## config.mk

```make
export PLATFORM = sky130hd
export DESIGN_NAME = frlc_top
export DESIGN_NICKNAME = d
export VERILOG_FILES = /design/src/hdl/frlc_pkg.sv /design/src/hdl/frlc_top.sv /design/src/hdl/frlc_panel.sv
export SDC_FILE = /design/constraint.sdc
export NUM_CORES = 1
export LEC_CHECK = 0
export BUFFER_PORTS_ARGS = -buffer_cell sky130_fd_sc_hd__buf_2
export CAP_MARGIN = 0
export CORE_MARGIN = 5
export CORE_UTILIZATION = 50
export CTS_CLUSTER_SIZE = 30
export DETAILED_ROUTE_END_ITERATION = 8
export HOLD_SLACK_MARGIN = 0.06
export PLACE_DENSITY = 0.69
export SLEW_MARGIN = 0
export SYNTH_ARGS = -nofsm -noshare
export SYNTH_HDL_FRONTEND = slang
export SYNTH_HIERARCHICAL = 1
export SYNTH_SLANG_ARGS = --single-unit
```

## constraint.sdc

```tcl
create_clock -name core_clk -period 10.15 [get_ports core_clk]
set_input_delay 1.015 -clock core_clk [delete_from_list [all_inputs] [get_ports core_clk]]
set_output_delay 1.015 -clock core_clk [all_outputs]
set_load 0.05 [all_outputs]
```

## src/hdl/frlc_pkg.sv

```systemverilog
// constants and types shared by the fire release logic controller
// ==========================================================
// How it works
// - power-up lights power and fault indicators before channel test
// - red lit 1 to 8, cleared 1 to 8, then same for amber
// - address switches shown on red for two seconds, then fault off
// - unconfigured after power-up: all amber flash together
// - red follows channel activity, amber blinks low power/unconfigured, steady fault
// - controller-only mode: remote drives outputs, local logic idle
// - backup mode: local logic takes outputs when communication is lost
// - communication back: control returns unless a local release is running
// - finished release reports manual reset; reset clears timers and latches
// - reset ignored while manual release input is in alarm
// - local-only: local logic, status reported, output commands refused, reset accepted
// - manual release undelayed or delayed with delay clipped to 30 s
// - release outputs 7 and 8 held off by 0 to 60 s delay
// - bell on channel 6 starts at once on any release input
// - abort mode 1: timer counts down and holds at 10 s
// - abort mode 2: timer reloads on abort, resumes after release
// - pre-second-alarm abort: as mode 1 only if before second alarm
// - bell pattern: one in single zone, one-zone/two-zone in cross-zoned
// - supervisory channel 3 is status only, no release effect
// - single zone: alarm on 2, 4 or 5 gives bell, delay, release
// - abort holds or reloads the delay timer of detector alarms only, per abort mode
// - cross-zoned: first zone bell only, second zone two-zone bell and release
// - release outputs energised for configured on-time then dropped
// - accepted reset cuts detector power on 4 and 5 for two seconds
package frlc_pkg;
  localparam int unsigned CLK_HZ = 50000000;
  localparam int unsigned TICK_PERIOD_S = 1;
  localparam int unsigned TICK_CYCLES = CLK_HZ * TICK_PERIOD_S;
  localparam int unsigned ADDR_SHOW_S = 2;
  localparam int unsigned DET_RESET_S = 2;
  localparam int unsigned MANUAL_MAX_S = 30;
  localparam int unsigned ABORT_HOLD_S = 10;
  localparam int unsigned DELAY_STEP_S = 10;
  localparam logic [2:0] DELAY_SEL_MAX = 3'h6;
  localparam int unsigned TEST_STEP_CYCLES = 5000000;
  localparam int unsigned BLINK_CYCLES = 12500000;
  localparam logic [1:0] MODE_CTRL_ONLY = 2'h0;
  localparam logic [1:0] MODE_BACKUP = 2'h1;
  localparam logic [1:0] MODE_LOCAL_ONLY = 2'h2;
  localparam logic [1:0] ABORT_MODE1 = 2'h0;
  localparam logic [1:0] ABORT_MODE2 = 2'h1;
  localparam logic [1:0] ABORT_PRE_SECOND = 2'h2;
  typedef enum logic [2:0] {REL_IDLE, REL_ZONE1, REL_DELAY, REL_FIRE, REL_DONE} frlc_rel_e;
  typedef enum logic [2:0] {PU_LAMPS, PU_RED_ON, PU_RED_OFF, PU_AMB_ON, PU_AMB_OFF,
    PU_ADDR, PU_RUN} frlc_pu_e;

  // delay selection in seconds, clipped to the table range
  function automatic logic [5:0] frlc_delay_s(input logic [2:0] sel);
    logic [2:0] s;
    s = (sel > DELAY_SEL_MAX) ? DELAY_SEL_MAX : sel;
    return 6'(s * DELAY_STEP_S);
  endfunction
endpackage

```

## src/hdl/frlc_top.sv

```systemverilog
// fire release logic controller: control transfer, release logic, panel
`timescale 1ns/1ps
`default_nettype none
module frlc_top
  import frlc_pkg::*;
#(
  parameter int unsigned TICK_DIV = TICK_CYCLES,
  parameter int unsigned STEP_CYCLES = TEST_STEP_CYCLES,
  parameter int unsigned BLINK_HALF = BLINK_CYCLES
) (
  input wire logic core_clk,
  input wire logic reset_n,
  input wire logic [7:0] node_addr,
  input wire logic configured,
  input wire logic low_power,
  input wire logic [7:0] chan_fault,
  input wire logic comm_lost,
  input wire logic [1:0] op_mode,
  input wire logic cross_zoned,
  input wire logic manual_delayed,
  input wire logic [2:0] delay_sel,
  input wire logic [1:0] abort_mode,
  input wire logic [5:0] release_on_s,
  input wire logic [1:0] bell_pat_single,
  input wire logic [1:0] bell_pat_one_zone,
  input wire logic [1:0] bell_pat_two_zone,
  input wire logic abort_in,
  input wire logic manual_in,
  input wire logic superv_in,
  input wire logic det_a_in,
  input wire logic det_b_in,
  input wire logic ctrl_bell,
  input wire logic ctrl_rel7,
  input wire logic ctrl_rel8,
  input wire logic ctrl_reset,
  output logic bell_out,
  output logic [1:0] bell_pattern,
  output logic rel7_out,
  output logic rel8_out,
  output logic det_power,
  output logic local_control,
  output logic manual_reset_req,
  output logic [7:0] input_status,
  output logic led_power,
  output logic led_dev_fault,
  output logic [7:0] led_red,
  output logic [7:0] led_amber,
  output logic powerup_done
);
  logic rst_meta;
  logic rst_n;
  logic [31:0] pre_cnt;
  logic tick_1s;
  frlc_rel_e rel_state;
  logic [5:0] delay_cnt;
  logic [5:0] on_cnt;
  logic [1:0] det_cnt;
  logic from_manual;
  logic second_alarm;
  logic abort_armed;
  logic abort_q;
  logic any_alarm;
  logic two_zone;
  logic local_on;
  logic reset_ok;
  logic [5:0] start_delay;
  logic loc_bell;
  logic loc_rel;
  logic [7:0] chan_active;

  // ==========================================================
  // reset release through two flops
  always_ff @(posedge core_clk or negedge reset_n) begin
    if (!reset_n) begin
      rst_meta <= 1'b0;
      rst_n <= 1'b0;
    end else begin
      rst_meta <= 1'b1;
      rst_n <= rst_meta;
    end
  end

  // ==========================================================
  // one-second prescaler
  always_ff @(posedge core_clk or negedge rst_n) begin
    if (!rst_n) begin
      pre_cnt <= '0;
      tick_1s <= 1'b0;
    end else if (pre_cnt == TICK_DIV - 1) begin
      pre_cnt <= '0;
      tick_1s <= 1'b1;
    end else begin
      pre_cnt <= pre_cnt + 32'h1;
      tick_1s <= 1'b0;
    end
  end

  // ==========================================================
  // control transfer and reset acceptance
  // supervisory input is deliberately absent from all release terms
  assign any_alarm = manual_in | det_a_in | det_b_in;
  assign two_zone = det_a_in & det_b_in;
  assign reset_ok = ctrl_reset & ~manual_in;
  // a release begun under local control stays local until it is done
  assign local_on = (op_mode == MODE_LOCAL_ONLY)
    | ((op_mode == MODE_BACKUP) & comm_lost)
    | ((op_mode == MODE_BACKUP) & local_control
       & (rel_state == REL_DELAY || rel_state == REL_FIRE));
  // manual delay clipped to the manual maximum
  assign start_delay = (from_manual && !manual_delayed) ? 6'h00
    : (from_manual && frlc_delay_s(delay_sel) > 6'(MANUAL_MAX_S)) ? 6'(MANUAL_MAX_S)
    : frlc_delay_s(delay_sel);

  // ==========================================================
  // local release sequence; idle in controller-only mode
  always_ff @(posedge core_clk or negedge rst_n) begin
    if (!rst_n) begin
      rel_state <= REL_IDLE;
      delay_cnt <= 6'h00;
      on_cnt <= 6'h00;
      from_manual <= 1'b0;
      second_alarm <= 1'b0;
      abort_armed <= 1'b0;
      abort_q <= 1'b0;
    end else if (op_mode == MODE_CTRL_ONLY) begin
      rel_state <= REL_IDLE;
      abort_q <= abort_in;
    end else if (reset_ok && rel_state != REL_DELAY && rel_state != REL_FIRE) begin
      rel_state <= REL_IDLE;
      delay_cnt <= 6'h00;
      on_cnt <= 6'h00;
      from_manual <= 1'b0;
      second_alarm <= 1'b0;
      abort_armed <= 1'b0;
      abort_q <= abort_in;
    end else begin
      abort_q <= abort_in;
      case (rel_state)
        REL_IDLE: begin
          from_manual <= manual_in;
          abort_armed <= abort_in;
          if (manual_in || (!cross_zoned && any_alarm) || (cross_zoned && two_zone)) begin
            second_alarm <= cross_zoned;
            rel_state <= REL_DELAY;
            delay_cnt <= manual_in ? ((!manual_delayed) ? 6'h00
              : (frlc_delay_s(delay_sel) > 6'(MANUAL_MAX_S)) ? 6'(MANUAL_MAX_S)
              : frlc_delay_s(delay_sel)) : frlc_delay_s(delay_sel);
          end else if (cross_zoned && (det_a_in || det_b_in)) begin
            rel_state <= REL_ZONE1;
          end
        end
        REL_ZONE1: begin
          if (abort_in) abort_armed <= 1'b1;
          if (two_zone || manual_in) begin
            second_alarm <= 1'b1;
            from_manual <= manual_in;
            rel_state <= REL_DELAY;
            delay_cnt <= (manual_in && !manual_delayed) ? 6'h00
              : (manual_in && frlc_delay_s(delay_sel) > 6'(MANUAL_MAX_S)) ? 6'(MANUAL_MAX_S)
              : frlc_delay_s(delay_sel);
          end
        end
        REL_DELAY: begin
          // abort acts on detector alarms only
          if (!from_manual && abort_in && abort_mode == ABORT_MODE2) begin
            if (!abort_q) delay_cnt <= start_delay;
          end else if (delay_cnt == 6'h00) begin
            rel_state <= REL_FIRE;
            on_cnt <= release_on_s;
          end else if (tick_1s) begin
            // modes 1 and pre-second-alarm hold at the abort floor
            if (!from_manual && abort_in && delay_cnt <= 6'(ABORT_HOLD_S)
                && (abort_mode == ABORT_MODE1
                    || (abort_mode == ABORT_PRE_SECOND
                        && (abort_armed || !second_alarm)))) begin
              delay_cnt <= delay_cnt;
            end else begin
              delay_cnt <= delay_cnt - 6'h01;
            end
          end
        end
        REL_FIRE: begin
          if (on_cnt == 6'h00) begin
            rel_state <= REL_DONE;
          end else if (tick_1s) begin
            on_cnt <= on_cnt - 6'h01;
          end
        end
        REL_DONE: rel_state <= REL_DONE;
        default: rel_state <= REL_IDLE;
      endcase
    end
  end

  // ==========================================================
  // detector power cut after an accepted reset
  always_ff @(posedge core_clk or negedge rst_n) begin
    if (!rst_n) begin
      det_cnt <= 2'h0;
      det_power <= 1'b1;
    end else if (reset_ok && (rel_state == REL_DONE || rel_state == REL_IDLE
                              || rel_state == REL_ZONE1)) begin
      det_cnt <= 2'(DET_RESET_S);
      det_power <= 1'b0;
    end else if (det_cnt != 2'h0) begin
      det_power <= 1'b0;
      if (tick_1s) det_cnt <= det_cnt - 2'h1;
    end else begin
      det_power <= 1'b1;
    end
  end

  // ==========================================================
  // output steering between controller and local logic
  assign loc_bell = (rel_state != REL_IDLE) && (rel_state != REL_DONE);
  assign loc_rel = (rel_state == REL_FIRE);
  always_ff @(posedge core_clk or negedge rst_n) begin
    if (!rst_n) begin
      bell_out <= 1'b0;
      bell_pattern <= 2'h0;
      rel7_out <= 1'b0;
      rel8_out <= 1'b0;
      local_control <= 1'b0;
      manual_reset_req <= 1'b0;
      input_status <= 8'h00;
    end else begin
      local_control <= local_on;
      manual_reset_req <= (rel_state == REL_DONE);
      input_status <= {3'h0, det_b_in, det_a_in, superv_in, manual_in, abort_in};
      if (local_on) begin
        // controller output commands are refused here
        bell_out <= loc_bell;
        rel7_out <= loc_rel;
        rel8_out <= loc_rel;
        if (!cross_zoned) begin
          bell_pattern <= bell_pat_single;
        end else if (rel_state == REL_ZONE1) begin
          bell_pattern <= bell_pat_one_zone;
        end else begin
          bell_pattern <= bell_pat_two_zone;
        end
      end else begin
        bell_out <= ctrl_bell;
        rel7_out <= ctrl_rel7;
        rel8_out <= ctrl_rel8;
        bell_pattern <= bell_pat_single;
      end
    end
  end

  assign chan_active = {rel8_out, rel7_out, bell_out, det_b_in, det_a_in, superv_in,
    manual_in, abort_in};

  // ==========================================================
  // front panel indicators
  frlc_panel #(
    .STEP_CYCLES(STEP_CYCLES),
    .BLINK_HALF(BLINK_HALF)
  ) u_frlc_panel (
    .core_clk(core_clk),
    .rst_n(rst_n),
    .tick_1s(tick_1s),
    .node_addr(node_addr),
    .configured(configured),
    .low_power(low_power),
    .chan_active(chan_active),
    .chan_fault(chan_fault),
    .led_power(led_power),
    .led_dev_fault(led_dev_fault),
    .led_red(led_red),
    .led_amber(led_amber),
    .powerup_done(powerup_done)
  );
endmodule
`default_nettype wire

```

## src/hdl/frlc_panel.sv

```systemverilog
// front-panel indicator sequencer: power-up test, address display, run display
`timescale 1ns/1ps
`default_nettype none
module frlc_panel
  import frlc_pkg::*;
#(
  parameter int unsigned STEP_CYCLES = TEST_STEP_CYCLES,
  parameter int unsigned BLINK_HALF = BLINK_CYCLES
) (
  input wire logic core_clk,
  input wire logic rst_n,
  input wire logic tick_1s,
  input wire logic [7:0] node_addr,
  input wire logic configured,
  input wire logic low_power,
  input wire logic [7:0] chan_active,
  input wire logic [7:0] chan_fault,
  output logic led_power,
  output logic led_dev_fault,
  output logic [7:0] led_red,
  output logic [7:0] led_amber,
  output logic powerup_done
);
  frlc_pu_e state;
  logic [31:0] step_cnt;
  logic [31:0] blink_cnt;
  logic blink;
  logic [2:0] idx;
  logic [1:0] sec_cnt;
  logic step;

  assign step = (step_cnt == STEP_CYCLES - 1);

  // ==========================================================
  // step and blink timers
  always_ff @(posedge core_clk or negedge rst_n) begin
    if (!rst_n) begin
      step_cnt <= '0;
    end else if (step) begin
      step_cnt <= '0;
    end else begin
      step_cnt <= step_cnt + 32'h1;
    end
  end

  // common blink for all amber so channels flash in step
  always_ff @(posedge core_clk or negedge rst_n) begin
    if (!rst_n) begin
      blink_cnt <= '0;
      blink <= 1'b0;
    end else if (blink_cnt == BLINK_HALF - 1) begin
      blink_cnt <= '0;
      blink <= ~blink;
    end else begin
      blink_cnt <= blink_cnt + 32'h1;
    end
  end

  // ==========================================================
  // power-up sequence
  always_ff @(posedge core_clk or negedge rst_n) begin
    if (!rst_n) begin
      state <= PU_LAMPS;
      idx <= 3'h0;
      sec_cnt <= 2'h0;
    end else begin
      case (state)
        PU_LAMPS: if (step) state <= PU_RED_ON;
        PU_RED_ON, PU_RED_OFF, PU_AMB_ON, PU_AMB_OFF: begin
          if (step) begin
            idx <= idx + 3'h1;
            if (idx == 3'h7) begin
              case (state)
                PU_RED_ON: state <= PU_RED_OFF;
                PU_RED_OFF: state <= PU_AMB_ON;
                PU_AMB_ON: state <= PU_AMB_OFF;
                default: begin
                  state <= PU_ADDR;
                  sec_cnt <= 2'h0;
                end
              endcase
            end
          end
        end
        PU_ADDR: begin
          if (tick_1s) begin
            sec_cnt <= sec_cnt + 2'h1;
            if (sec_cnt == 2'(ADDR_SHOW_S - 1)) state <= PU_RUN;
          end
        end
        PU_RUN: state <= PU_RUN;
        default: state <= PU_LAMPS;
      endcase
    end
  end

  // ==========================================================
  // indicator drive, all registered
  always_ff @(posedge core_clk or negedge rst_n) begin
    if (!rst_n) begin
      led_power <= 1'b0;
      led_dev_fault <= 1'b0;
      led_red <= 8'h00;
      led_amber <= 8'h00;
      powerup_done <= 1'b0;
    end else begin
      led_power <= 1'b1;
      led_dev_fault <= (state != PU_RUN);
      powerup_done <= (state == PU_RUN);
      case (state)
        PU_LAMPS: begin
          led_red <= 8'h00;
          led_amber <= 8'h00;
        end
        PU_RED_ON: led_red <= led_red | (8'h01 << idx);
        PU_RED_OFF: led_red <= led_red & ~(8'h01 << idx);
        PU_AMB_ON: led_amber <= led_amber | (8'h01 << idx);
        PU_AMB_OFF: led_amber <= led_amber & ~(8'h01 << idx);
        PU_ADDR: begin
          led_red <= node_addr;
          led_amber <= 8'h00;
        end
        default: begin
          led_red <= chan_active;
          if (!configured || low_power) begin
            led_amber <= {8{blink}};
          end else begin
            led_amber <= chan_fault;
          end
        end
      endcase
    end
  end
endmodule
`default_nettype wire

```

==> flow_summary.toml, run 1 <==
[yosys]
ys_types = 83
syn_inst = 887
synth_area_leaders = "dfrtp_1 45%, xnor2_1 4.9%, xor2_1 4.7%"
yosys-top-cells-count = "159 x dfrtp_1, 91 x nor2_1, 77 x nand2_1"
yosysWarnings = 6
synth_area_um2 = 8750
ys.flop_type = "dfrtp_1"
synth_edf_count = 0
yosysMostFrequentCell = "dfrtp_1"
syn_avg_cell_area_um2 = 9.86
synth.yosys.seq_area_share = 0.458
yosysTopAreaCell = "dfrtp_1"
async_flop_share = 1.00
yosysTopAreaCellShare = 0.455
ys_seq_elements = 160

[floorplan]
die_area_um2 = 20200
start_util = 0.508
rows = 48
core_area_um2 = 17200
dieWidth_um = 142
ios = 86
die_h_um = 142

[sta]
setup_violations = 0
skew_ns = 0.0127
fmax_ghz = 0.367
final.setup.tns_ns = 0
hold_viol_final = 0
relSlewSlack = 0.250
worst_pin_slew_ns = 1.12
final-max-slew-violation-count = 0
rsz0062_at_grt = "no"
fin_crit_ns = 2.72
period_share = 0.268

[cts]
clk_pin_slew_ns = 0.06
cts_setup_buffers = 0
clock-sinks = 160
clock-root-buffer = "clkbuf_16"
clk_path_buf_depth = 2
cts_tree = "built"
cts_hold_buf = 0
cts_resized = 0
clkLatencyLatePin_ns = 0.42
numCtsBuffers = 17
htree_levels = 4

[placement]
place.port_buffers = 82
dp_hpwl_mm = 13.2
gp_congestion = 0.868

[setup_path]
cp.arrival_ns = 3.01
reg2regPathDepth = 5
critPathMaxFanout = 35
startpoint_type = "flip-flop"
r2r_end = "u_frlc_panel/led_amber[3]$_DFFE_PN0N_"
end_kind = "flip-flop"
r2r_setup_slack_ns = 7.43
crit_required_ns = 10.44
path_class = "flip-flop to flip-flop"
timing.rr.start = "u_frlc_panel/state[1]$_DFFE_PN0P_"

[run]
maxCapViolCount = 0

[drt]
wl_mm = 18.8
drtIter0Drc = 433
num_vias = 6699
dr.pass1.iters = 5
ant_nets = 0
via_per_inst = 5.63
post_drt_wl_per_cell_um = 15.8
drc = 0

[global_routing]
grt_pass1_vias = 6560
grt_pass1_wl_mm = 32.5
overflow = 0
track_usage = 0.194
grt_antenna_before_repair = 0
grt_max_degree = 68

[layout]
diodes = 0
area_growth_pct = 12.9
post-route-util = 0.573
layout-drive-gt1-share = 0.166
num-nets-final = 1022

[power]
ir_worst_vdd_v = 0.000142
p_leak_nw = 4.57
power_mw = 1.70
p_per_area_nw_per_um2 = 172

[min_path]
hold_class = "flip-flop to asynchronous set/reset pin"

[outcome]
status = "finished clean"
## cell families after synthesis
group                      count (synthesis)  share of synthesized area
DFF                                      160                      0.458
and+or+nand+nor                          354                      0.225
xor gates and xnor gates                  96                     0.0961
muxes                                     24                     0.0295
AOI/OAI and AO/OA                        161                      0.128
adders and majority gates                 18                     0.0257
buffers and inverters                     71                     0.0365
other                                      3                    0.00129
## where the power goes
part / switching [mW] / internal (mW)
logic: 0.185 / 0.135
clock network: 0.248 / 0.408
registers: 0.0513 / 0.674
## area by class of cell
class / instances / area (um2)
Clock buffer: 19 / 433
Clock inverter: 11 / 165
Fill cell: 1528 / 7360
Inverter: 30 / 113
Multi-Input combinational cell: 658 / 4430
Sequential cell: 160 / 4010
Tap cell: 225 / 282
Timing Repair Buffer: 86 / 440
## stage by stage
step | setup slack, ns | hold WS (ns) | cells | cell area (um2)
final | 7.43 | 0.294 | 1189 | 9870
after floorplan | 5.36 | 0.331 | 889 | 8760
after detailed placement | 7.25 | 0.315 | 1159 | 9280
after global routing | 7.16 | 0.348 | 1189 | 9870
after global placement | 7.30 | 0.312 | 1159 | 9280
after CTS | 7.42 | 0.320 | 1189 | 9870
## worst max path at each step
stage / endpoint / cells after the start / from
after floorplan: abort_armed$_DFFE_PN0P_ / 0 / rst_n$_DFF_PN0_
after global placement: delay_cnt[2]$_DFFE_PN0P_ / 9 / delay_sel[2]
after detailed placement: delay_cnt[2]$_DFFE_PN0P_ / 9 / delay_sel[2]
after CTS: u_frlc_panel/led_amber[7]$_DFFE_PN0N_ / 5 / u_frlc_panel/state[1]$_DFFE_PN0P_
after global routing: u_frlc_panel/led_amber[3]$_DFFE_PN0N_ / 5 / u_frlc_panel/state[1]$_DFFE_PN0P_
final: u_frlc_panel/led_amber[3]$_DFFE_PN0N_ / 5 / u_frlc_panel/state[1]$_DFFE_PN0P_
## registers in the layout, summed over array words and instances (netlist names), 3 cells and up
register / cells
u_frlc_panel/idx: 3
pre_cnt: 32
input_status: 5
u_frlc_panel/led_amber: 8
delay_cnt: 6
u_frlc_panel/step_cnt: 32
rel_state: 3
u_frlc_panel/blink_cnt: 32
u_frlc_panel/led_red: 8
on_cnt: 6
u_frlc_panel/state: 3
## critical path, cell delays in order, from the launching register on
cell	delay (ns)
dfrtp_1	1.08
clkinv_1	0.58
xnor2_1	0.44
nand2_1	0.15
a41oi_1	0.23
o211ai_1	0.10
## cell usage in the layout (no fill, tap or decap), drive strengths merged, types with 10 or more instances in the layout
cell,n
mux2,14
nor3,13
xnor2,49
nor2,93
inv,30
o21ai,42
nand2,77
and3,19
a32oi,11
clkbuf,19
ha,18
nand3,44
dfrtp,159
nand4,26
xor2,47
buf,86
mux2i,10
a21oi,32
nor4b,11
nor4,21
## per-layer routing
metal,share of wire,wire (um),track usage
met5,0,0,0
met3,0.049,921,0.0319
met1,0.47,8830,0.272
met2,0.47,8780,0.308
met4,0.013,238,0.0646
(Power assumes the default switching activity.)
==> run 2: changes to the inputs <==
- clock period: 10.15 -> 2.65 ns (I/O delays scaled with it)
==> run 2 against run 1 <==
  * Utilization up 1.1 points
  * Sequential share of layout area down 0.76 points
  * First-iteration DRC count up 20%
  * Die area unchanged
  * Setup slack worse by 7.1 ns
  * Global-route usage down 0.22 points
  * Design area up 1.9%
  * Clock power rose to 3.9 times the previous value
  * Hold slack worse by 0.20 ns
  * Critical endpoint is now u_frlc_panel/step_cnt[1]$_DFF_PN0_
  * Highest routed layer unchanged
==> flow_summary.toml, run 2 (synthesis results as in run 1) <==
[floorplan]
dieWidth_um = 142
start_util = 0.508
die_h_um = 142
core_area_um2 = 17200
die_area_um2 = 20200
rows = 48
ios = 86

[placement]
gp_congestion = 0.833
dp_hpwl_mm = 13.4
place.port_buffers = 82
post-place-ws_ns = 0.373

[layout]
num-nets-final = 1040
final_common_cell = "dfrtp_1"
num-fill-cells = 1434
diodes = 0
final_cell_mix = "158 x dfrtp_1, 91 x nor2_1, 82 x buf_2, 77 x nand2_1, 49 x xnor2_1"
final-seq-area_um2 = 4010
multiInputGateArea_um2 = 4430
top_regs = "pre_cnt x32, u_frlc_panel/blink_cnt x32, u_frlc_panel/step_cnt x32"
layout-drive-gt1-share = 0.176
area_growth_pct = 15.0
post-route-util = 0.584

[setup_path]
slowest_stage = "or4b_1"
r2r_setup_slack_ns = 0.37
cp_cell_sequence = "or4b_1 -> or4_4 -> nor3_4 -> buf_4 -> and2b_1"
critical_path.max_stage_delay_ns = 0.52
path_buf_inv = 1
cp.arrival_ns = 2.60
timing.rr.start = "u_frlc_panel/step_cnt[20]$_DFF_PN0_"
critPathMaxFanout = 12
startpoint_type = "flip-flop"
end_kind = "flip-flop"
crit_required_ns = 2.97
reg2regPathDepth = 5
r2r_end = "u_frlc_panel/step_cnt[1]$_DFF_PN0_"
critical_path.top_delay_family = "simple AND/OR/NAND/NOR gates"
path_class = "flip-flop to flip-flop"

[global_routing]
grt_max_degree = 79
overflow = 0
grt_pass1_vias = 6499
track_usage = 0.192
grt_antenna_before_repair = 0
grt_pass1_wl_mm = 31.9

[sta]
worst_slack_ns = 0.370
fin_crit_ns = 2.28
fmax_ghz = 0.439
period_share = 0.860
skew_ns = 0.00695
rsz0062_at_grt = "no"
hold_viol_final = 0
setup_violations = 0
final.setup.tns_ns = 0
final-max-slew-violation-count = 0
worst_pin_slew_ns = 1.06
relSlewSlack = 0.292

[min_path]
hp-start = "ctrl_rel8"
worstHoldPathCells = 2
hold_class = "input port to flip-flop"
holdPathEnd = "rel8_out$_DFF_PN0_"

[cts]
cts_resized = 0
clk_pin_slew_ns = 0.06
cts_tree = "built"
clock-root-buffer = "clkbuf_16"
clkLatencyLatePin_ns = 0.42
htree_levels = 4
clk_path_buf_depth = 2
cts_setup_buffers = 0
numCtsBuffers = 17
clock-sinks = 160
cts_hold_buf = 5

[drt]
drc = 0
num_vias = 6801
post_drt_wl_per_cell_um = 15.8
via_per_inst = 5.63
drtIter0Drc = 520
wl_mm = 19.1
ant_nets = 0
dr.pass1.iters = 5

[power]
ir_worst_vdd_v = 0.000453
p_leak_nw = 4.67
p_per_area_nw_per_um2 = 655

[run]
maxCapViolCount = 0

[outcome]
status = "finished clean"
run 2: cell types whose count changed in the layout (fill, tap and decap cells not counted):
| cell | previous run | this run |
|---|---|---|
| buf_4 | 4 | 15 |
| dlygate4sd3_1 | 0 | 5 |
| buf_12 | 0 | 2 |
| clkbuf_1 | 2 | 4 |
| clkbuf_8 | 0 | 1 |
| clkinv_2 | 4 | 3 |
| clkinv_4 | 1 | 2 |
| inv_6 | 1 | 0 |
run 2: worst max path at each step:
stage / from / endpoint / slack, ns / depth (start not counted)
floorplan: rst_n$_DFF_PN0_ / abort_armed$_DFFE_PN0P_ / 0.002 / 0
global placement: u_frlc_panel/step_cnt[20]$_DFF_PN0_ / u_frlc_panel/step_cnt[1]$_DFF_PN0_ / 0.38 / 5
detailed placement: u_frlc_panel/step_cnt[20]$_DFF_PN0_ / u_frlc_panel/step_cnt[1]$_DFF_PN0_ / 0.37 / 5
CTS: u_frlc_panel/step_cnt[20]$_DFF_PN0_ / u_frlc_panel/step_cnt[1]$_DFF_PN0_ / 0.37 / 5
global route: u_frlc_panel/step_cnt[20]$_DFF_PN0_ / u_frlc_panel/step_cnt[1]$_DFF_PN0_ / 0.25 / 5
finish: u_frlc_panel/step_cnt[20]$_DFF_PN0_ / u_frlc_panel/step_cnt[1]$_DFF_PN0_ / 0.37 / 5
run 2: cell type report:
cell class,instances,share of cell area
clock buffers,22,0.0451
well taps,225,0.0280
repair buffers,104,0.0609
clock inverters,10,0.0159
flip-flops and latches,160,0.398
inverters,30,0.0112
multi-input cells,658,0.441
run 2: where the power goes:
| group | total [mW] | internal [mW] | switching, mW |
|---|---|---|---|
| logic | 1.28 | 0.537 | 0.741 |
| clock network | 2.56 | 1.60 | 0.964 |
| registers | 2.75 | 2.58 | 0.169 |
| total | 6.59 | 4.72 | 1.87 |
run 2: through the flow:
stage | instance area (um2) | cells | power [mW] | hold WS [ns]
after floorplan | 8760 | 889 | 3.78 | -0.0306
after global placement | 9400 | 1172 | 4.03 | 0.0521
after detailed placement | 9400 | 1172 | 4.06 | 0.0517
after CTS | 10100 | 1209 | 6.65 | 0.0746
after global routing | 10100 | 1209 | 6.94 | 0.0706
final | 10100 | 1209 | 6.59 | 0.0890
run 2: worst reg2reg max path: stages (launching register included):
cell,delay (ns)
dfrtp_1,0.41
or4b_1,0.52
or4_4,0.44
nor3_4,0.33
buf_4,0.27
and2b_1,0.20
run 2: layer usage:
metal  up-vias  part of all wire  GRT usage
met3        12             0.058     0.0433
li1       3335                 -          -
met4         0            0.0098     0.0535
met2       163              0.47      0.303
met1      3291              0.47      0.268
met5         -                 0          0
